`src/rtl/flp_cfg.svh`:
```
`ifndef FLP_CFG_SVH
`define FLP_CFG_SVH

// ==========================================================
// Widths
`define FLP_CNT_W 16
`define FLP_CFG_W 7
`define FLP_PREDIV_W 4
`define FLP_SRC_DIV_W 8

// ==========================================================
// Configuration word layout
`define FLP_CFG_CLK_SEL_BIT 1
`define FLP_CFG_PREDIV_MSB 6
`define FLP_CFG_PREDIV_LSB 3
`define FLP_SEL_SLOW 1'b1

// ==========================================================
// Reset values
`define FLP_ON_TIME_RST 16'h0000
`define FLP_OFF_TIME_RST 16'hffff
`define FLP_PREDIV_RST 4'h0
`define FLP_CNT_RST 16'h0000

// ==========================================================
// Timing
`define FLP_CORE_CLK_HZ 20000000
`define FLP_SLOW_CLK_HZ 100000
`define FLP_FAST_CLK_HZ 48000000
`define FLP_SLOW_CYC (`FLP_CORE_CLK_HZ / `FLP_SLOW_CLK_HZ)
`define FLP_FAST_CYC ((`FLP_CORE_CLK_HZ / `FLP_FAST_CLK_HZ) < 1 ? 1 : \
  (`FLP_CORE_CLK_HZ / `FLP_FAST_CLK_HZ))

`endif

```
`src/rtl/flp_pkg.sv`:
```
`include "flp_cfg.svh"

package flp_pkg;

  // ==========================================================
  // Scalar types
  typedef logic [`FLP_CNT_W-1:0] flp_count_t;
  typedef logic [`FLP_CFG_W-1:0] flp_cfg_t;
  typedef logic [`FLP_PREDIV_W-1:0] flp_prediv_t;
  typedef logic [`FLP_SRC_DIV_W-1:0] flp_srcdiv_t;

  // ==========================================================
  // Modes and states
  typedef enum logic [1:0] {
    MODE_TOGGLE = 2'b00,
    MODE_FULL_ON = 2'b01,
    MODE_FULL_OFF = 2'b10
  } flp_mode_t;

  typedef enum logic [2:0] {
    ST_LOAD = 3'b000,
    ST_ON = 3'b001,
    ST_OFF = 3'b010,
    ST_FULL_ON = 3'b011,
    ST_FULL_OFF = 3'b100,
    ST_SLEEP = 3'b101
  } flp_state_t;

  // ==========================================================
  // Module state records
  typedef struct packed {
    flp_state_t state;
    logic out;
    logic asleep;
    flp_count_t cnt;
    flp_count_t off_lat;
  } flp_ctl_t;

  typedef struct packed {
    flp_srcdiv_t slow_cnt;
    flp_srcdiv_t fast_cnt;
  } flp_src_t;

  typedef struct packed {
    flp_prediv_t pcnt;
  } flp_div_t;

endpackage

```
`src/rtl/flp_tick_if.sv`:
```
`timescale 1ns/100ps
`include "flp_cfg.svh"

interface flp_tick_if;
  logic run;
  logic clk_sel;
  logic [`FLP_PREDIV_W-1:0] pre_div;
  logic slow_tick;
  logic fast_tick;
  logic count_tick;

  modport src (input run, output slow_tick, output fast_tick);
  modport div (input run, input clk_sel, input pre_div, input slow_tick,
    input fast_tick, output count_tick);
  modport ctl (output run, output clk_sel, output pre_div, input count_tick);
endinterface

```
`src/rtl/flp_tick_src.sv`:
```
`timescale 1ns/100ps
`include "flp_cfg.svh"

module flp_tick_src (
  input wire logic core_clk, // Core clock
  input wire logic rst, // Synchronous reset, active high
  flp_tick_if.src bus // Source ticks out, run in
);
  import flp_pkg::*;

  localparam flp_srcdiv_t SLOW_LAST = flp_srcdiv_t'(`FLP_SLOW_CYC - 1);
  localparam flp_srcdiv_t FAST_LAST = flp_srcdiv_t'(`FLP_FAST_CYC - 1);

  flp_src_t r;
  flp_src_t next_r;

  function automatic flp_srcdiv_t div_next(input flp_srcdiv_t cnt, input flp_srcdiv_t last);
    div_next = (cnt == last) ? '0 : flp_srcdiv_t'(cnt + 8'h01);
  endfunction

  // ==========================================================
  // Reference rates as enables
  // The fast source cannot run above the core rate; it saturates at one tick per cycle
  assign bus.slow_tick = bus.run && (r.slow_cnt == SLOW_LAST);
  assign bus.fast_tick = bus.run && (r.fast_cnt == FAST_LAST);

  always_comb begin
    next_r = r;
    if (!bus.run) begin
      next_r.slow_cnt = '0;
      next_r.fast_cnt = '0;
    end else begin
      next_r.slow_cnt = div_next(r.slow_cnt, SLOW_LAST);
      next_r.fast_cnt = div_next(r.fast_cnt, FAST_LAST);
    end
  end

  always_ff @(posedge core_clk) begin
    if (rst) begin
      r <= '0;
    end else begin
      r <= next_r;
    end
  end
endmodule

```
`src/rtl/flp_prediv.sv`:
```
`timescale 1ns/100ps
`include "flp_cfg.svh"

module flp_prediv (
  input wire logic core_clk, // Core clock
  input wire logic rst, // Synchronous reset, active high
  flp_tick_if.div bus // Source ticks in, count tick out
);
  import flp_pkg::*;

  flp_div_t r;
  flp_div_t next_r;
  logic src_tick;
  logic wrap;

  // ==========================================================
  // Source select and divide by pre_div plus one
  assign src_tick = (bus.clk_sel == `FLP_SEL_SLOW) ? bus.slow_tick : bus.fast_tick;
  // Compare with >= so a lowered divider never strands the counter above it
  assign wrap = (r.pcnt >= bus.pre_div);
  assign bus.count_tick = bus.run && src_tick && wrap;

  always_comb begin
    next_r = r;
    if (!bus.run) begin
      next_r.pcnt = '0;
    end else if (src_tick) begin
      next_r.pcnt = wrap ? '0 : flp_prediv_t'(r.pcnt + 4'h1);
    end
  end

  always_ff @(posedge core_clk) begin
    if (rst) begin
      r.pcnt <= `FLP_PREDIV_RST;
    end else begin
      r <= next_r;
    end
  end
endmodule

```
`src/rtl/flp_pwm.sv`:
```
`timescale 1ns/100ps
`include "flp_cfg.svh"


module flp_pwm (
  input wire logic core_clk, // Core clock, 20 MHz
  input wire logic rst, // Synchronous system reset, active high
  input wire flp_pkg::flp_count_t on_time, // High interval in count ticks
  input wire flp_pkg::flp_count_t off_time, // Low interval in count ticks
  input wire flp_pkg::flp_cfg_t pwm_config, // Clock select and pre-divider
  input wire logic sleep_request, // Sleep request from power_clock_reset_unit
  output logic pwm_output, // Modulated output
  output logic pwm_asleep, // Block is in sleep
  output flp_pkg::flp_count_t pwm_counter // Ticks left in current phase
);
  import flp_pkg::*;

  // ==========================================================
  // Tick generation
  flp_tick_if tick_bus ();
  flp_ctl_t r;
  flp_ctl_t next_r;
  flp_mode_t live_mode;

  // Dividers stop and clear whenever sleep is asked for, without waiting a cycle
  assign tick_bus.run = !sleep_request && (r.state != ST_SLEEP);
  assign tick_bus.clk_sel = pwm_config[`FLP_CFG_CLK_SEL_BIT];
  assign tick_bus.pre_div = pwm_config[`FLP_CFG_PREDIV_MSB:`FLP_CFG_PREDIV_LSB];

  flp_tick_src u_src (
    .core_clk(core_clk),
    .rst(rst),
    .bus(tick_bus.src)
  );

  flp_prediv u_div (
    .core_clk(core_clk),
    .rst(rst),
    .bus(tick_bus.div)
  );

  // ==========================================================
  // Mode decode and period start
  function automatic flp_mode_t mode_of(input flp_count_t on_c, input flp_count_t off_c);
    if (off_c == '0) begin
      mode_of = MODE_FULL_ON;
    end else if (on_c == '0) begin
      mode_of = MODE_FULL_OFF;
    end else begin
      mode_of = MODE_TOGGLE;
    end
  endfunction

  // Phase ends on the tick that would take the count to zero
  function automatic logic phase_end(input flp_count_t c);
    phase_end = (c <= 16'h0001);
  endfunction

  function automatic flp_count_t count_down(input flp_count_t c);
    count_down = flp_count_t'(c - 16'h0001);
  endfunction

  // Counts are latched only here, so a half-written pair never splits a period
  function automatic flp_ctl_t begin_period(input flp_count_t on_c, input flp_count_t off_c);
    flp_ctl_t s;
    s.asleep = 1'b0;
    s.off_lat = off_c;
    unique case (mode_of(on_c, off_c))
      MODE_FULL_ON: begin
        s.state = ST_FULL_ON;
        s.out = 1'b1;
        s.cnt = '0;
      end
      MODE_FULL_OFF: begin
        s.state = ST_FULL_OFF;
        s.out = 1'b0;
        s.cnt = '0;
      end
      default: begin
        s.state = ST_ON;
        s.out = 1'b1;
        s.cnt = on_c;
      end
    endcase
    begin_period = s;
  endfunction

  // ==========================================================
  // Waveform state machine
  always_comb begin
    next_r = r;
    live_mode = mode_of(on_time, off_time);
    if (sleep_request) begin
      next_r.state = ST_SLEEP;
      next_r.asleep = 1'b1;
      next_r.out = 1'b0;
      next_r.cnt = `FLP_CNT_RST;
      next_r.off_lat = `FLP_CNT_RST;
    end else begin
      unique case (r.state)
        ST_LOAD, ST_SLEEP, ST_FULL_ON, ST_FULL_OFF: begin
          next_r = begin_period(on_time, off_time);
        end
        ST_ON: begin
          if (live_mode != MODE_TOGGLE) begin
            next_r = begin_period(on_time, off_time);
          end else if (tick_bus.count_tick) begin
            if (phase_end(r.cnt)) begin
              next_r.state = ST_OFF;
              next_r.out = 1'b0;
              next_r.cnt = r.off_lat;
            end else begin
              next_r.cnt = count_down(r.cnt);
            end
          end
        end
        ST_OFF: begin
          if (live_mode != MODE_TOGGLE) begin
            next_r = begin_period(on_time, off_time);
          end else if (tick_bus.count_tick) begin
            if (phase_end(r.cnt)) begin
              next_r = begin_period(on_time, off_time);
            end else begin
              next_r.cnt = count_down(r.cnt);
            end
          end
        end
        default: begin
          next_r = begin_period(on_time, off_time);
        end
      endcase
    end
  end

  always_ff @(posedge core_clk) begin
    if (rst) begin
      r.state <= ST_LOAD;
      r.out <= 1'b0;
      r.asleep <= 1'b0;
      r.cnt <= `FLP_CNT_RST;
      r.off_lat <= `FLP_OFF_TIME_RST;
    end else begin
      r <= next_r;
    end
  end

  // ==========================================================
  // Outputs
  // No event output exists; firmware polls the status ports if it needs them
  assign pwm_output = r.out;
  assign pwm_asleep = r.asleep;
  assign pwm_counter = r.cnt;
endmodule

```
`config.mk`:
```
export PLATFORM = sky130hd
export DESIGN_NAME = flp_pwm
export DESIGN_NICKNAME = d
export VERILOG_FILES = /design/src/rtl/flp_pkg.sv /design/src/rtl/flp_tick_if.sv /design/src/rtl/flp_tick_src.sv /design/src/rtl/flp_prediv.sv /design/src/rtl/flp_pwm.sv
export VERILOG_INCLUDE_DIRS = /design/src /design/src/rtl
export SDC_FILE = /design/constraint.sdc
export NUM_CORES = 1
export LEC_CHECK = 0
export BUFFER_PORTS_ARGS = -buffer_cell sky130_fd_sc_hd__clkbuf_2
export CORE_ASPECT_RATIO = 1.75
export CORE_UTILIZATION = 56
export DETAILED_ROUTE_END_ITERATION = 10
export GPL_ROUTABILITY_DRIVEN = 0
export PLACE_DENSITY = 0.81
export SYNTH_ARGS = -nofsm -noshare
export SYNTH_HDL_FRONTEND = slang
export SYNTH_SLANG_ARGS = --single-unit
export TNS_END_PERCENT = 10
```
`constraint.sdc`:
```
create_clock -name core_clk -period 3.3 [get_ports core_clk]
set_input_delay 0.66 -clock core_clk [delete_from_list [all_inputs] [get_ports core_clk]]
set_output_delay 0.66 -clock core_clk [all_outputs]
set_load 0.05 [all_outputs]
```
==> impl_metrics.toml <==
[power_and_ir_drop]
power_leakage_uw = 0.00169
peakVddDrop_uv = 315
power_density_mw_per_mm2 = 486
p_total_uw = 1870

[sta]
clock.fmax_ghz = 0.378
setup_viol = 0
finalSetupTns_ps = 0
finalCriticalPeriod_ps = 2640
maxSlewHeadroom_pct = 22.5
finalHoldViolations = 0
period_share_pct = 80.1
finalClockSkew_ps = 5.32
finalMaxSlewViolations = 0
worstMarginPinSlew_ps = 1150
rsz0062_at_grt = "false"

[grt]
grt_pass1_wl_um = 14000
use_met1_pct = 27.4
grt_max_degree = 26
grt_usage_pct = 28.8
gr-max-usage-layer = "met2"
met2_usage_pct = 50.3
antenna_found_initial = 0
grt.overflow.total = 0
met3_usage_pct = 6.63
grt_pass1_vias = 3213

[yosys]
yosysMostFrequentCell = "dfxtp_1"
synth_async_sr_flop_share_pct = 0
synth_cell_types = 59
synth-edff-count = 0
syn_avg_cell_area_um2 = 8.76
synth.top_cell.area_share_pct = 33.2
synthTopCellsByCount = "dfxtp_1, nor2_1, nand2_1, o21bai_1"
yosys_warnings = 0
synth_area_leaders = "dfxtp_1, mux2i_1, nor2_1"
seq_area_frac_synth_pct = 33.2
synthCells = 392
synth_nets = 444
synth-seq-cells = 57
synth_top_area_cell = "dfxtp_1"
synth_flop_cell = "dfxtp_1"
syn_area_mm2 = 0.00344

[floorplanning]
core_area_mm2 = 0.00588
rows = 37
die_width_um = 61.2
fp.dieArea_mm2 = 0.00647
io_pins = 60
start_util_pct = 58.4
die_h_um = 106

[cts]
clock-root-buffer = "clkbuf_8"
clockBufferDepth = 2
htree_num_levels = 3
clock_latency_ps = 340
cts_tree = "done"
cts_sinks = 57
clk_pin_slew_ps = 70
ctsResizeCount = 0
postCtsHoldBufs = 0
cts_buffers = 9
post_cts_buffers = 0

[place]
dp_hpwl_um = 6530
port_buffers = 57

[detailed_routing]
wire_per_inst_um = 16.4
drt_iter0_markers = 141
routed-via-count = 3132
viasPerCell = 6.05
drc = 0
ant_nets = 0
drt-pass1-iter-count = 6
wl_um = 8480

[run]
cap_violations = 0

[worst_hold_path]
hp-class = "flop to flop"
hp-start = "u_src.r[8]$_SDFF_PP0_"

[setup_path]
r2r_start = "pwm_counter[0]$_SDFFE_PP0P_"
slowest_delay_ps = 720
critical_path.top_delay_family = "simple AND/OR/NAND/NOR gates"
arrival_ps = 2900
endpoint_kind = "flop"
crit_required_ps = 3560
startpoint = "pwm_counter[0]$_SDFFE_PP0P_"
crit_type = "flop to flop"
worst_path_most_repeated_cell = "o21bai_1"
crit_buf_inv = 1
slowest_stage = "or2_1"
path_max_fanout = 25
path_cells = "inv_1 -> ha_1 -> o21bai_1 -> or2_1 -> o21bai_1 -> and3_1 -> o22ai_1"
cp-start-kind = "flop"

[finish]
syn2layout_area_growth_pct = 12.2
fill_cells = 519
diodes = 0
drive_gt1_share_pct = 22.0
final_nets = 487
post-route-util_pct = 65.5

[outcome]
outcome = "finished clean"
==> metrics by stage <==
stage,area (µm²),instances,setup slack (ps),hold WS [ps]
3_5_place_dp,3660,502,458,457
3_3_place_gp,3660,502,538,441
2_1_floorplan,3440,392,764,426
4_1_cts,3850,518,698,475
5_1_grt,3850,518,479,490
6_report,3850,518,658,474
==> layout by cell type (no fill, tap or decap), types with 5 or more instances in the layout <==
master	instances
o21ai_1	5
o22ai_1	11
xnor2_1	9
and3_1	8
nor4_1	10
a22o_1	5
xor2_1	17
buf_4	6
clkbuf_2	57
nand3_1	13
inv_1	9
a21oi_1	13
nor3_1	8
nand2_1	24
a22oi_1	14
nor2_1	42
mux2i_1	17
dfxtp_1	57
o21ai_0	10
ha_1	10
clkbuf_8	9
o21bai_1	18
==> routing by layer <==
metal  part of all wire, %  routed length, µm
met3                   5.4                460
met2                    54               4590
met1                    36               3050
met4                   4.4                375
met5                     0                  0
==> final cells by class <==
| cell class | count | area (µm²) | share of cell area [%] |
|---|---|---|---|
| flip-flops and latches | 57 | 1140 | 29.6 |
| multi-input cells | 295 | 2060 | 53.3 |
| clock buffers | 9 | 124 | 3.21 |
| inverters | 9 | 33.8 | 0.877 |
| clock inverters | 7 | 71.3 | 1.85 |
| well taps | 78 | 97.6 | 2.53 |
| repair buffers | 63 | 330 | 8.57 |
==> final timing paths <==
| check | end | slack, ps | cells after the start |
|---|---|---|---|
| worst max-delay path | r[34]$_SDFFE_PP0P_ | 660 | 7 |
| worst min-delay path | u_src.r[8]$_SDFF_PP0_ | 470 | 1 |
| worst max register to register | r[34]$_SDFFE_PP0P_ | 660 | 7 |
| worst min register to register | u_src.r[8]$_SDFF_PP0_ | 470 | 1 |
==> power breakdown <==
group	switching (µW)	internal, µW
Combinational	298	181
Clock	294	346
Sequential	32.9	722
Total	625	1250
==> registers in the layout (all words and copies together), names as in the netlist <==
register and count:
r 19, pwm_output 1, pwm_counter 16, u_div.r 4
u_src.r 16, pwm_asleep 1
==> logic make-up (layout without fill, tap and decap cells) <==
logic type / Yosys count / count (layout) / synth area share, %
compound gates: 101 / 101 / 21.2
buf+inv: 40 / 88 / 6.96
xor+xnor: 26 / 26 / 6.63
mux: 17 / 17 / 4.95
simple gates: 141 / 141 / 23.4
flops: 57 / 57 / 33.2
fa+ha+maj: 10 / 10 / 3.64
Note: power is estimated with default switching activity, not from simulation.
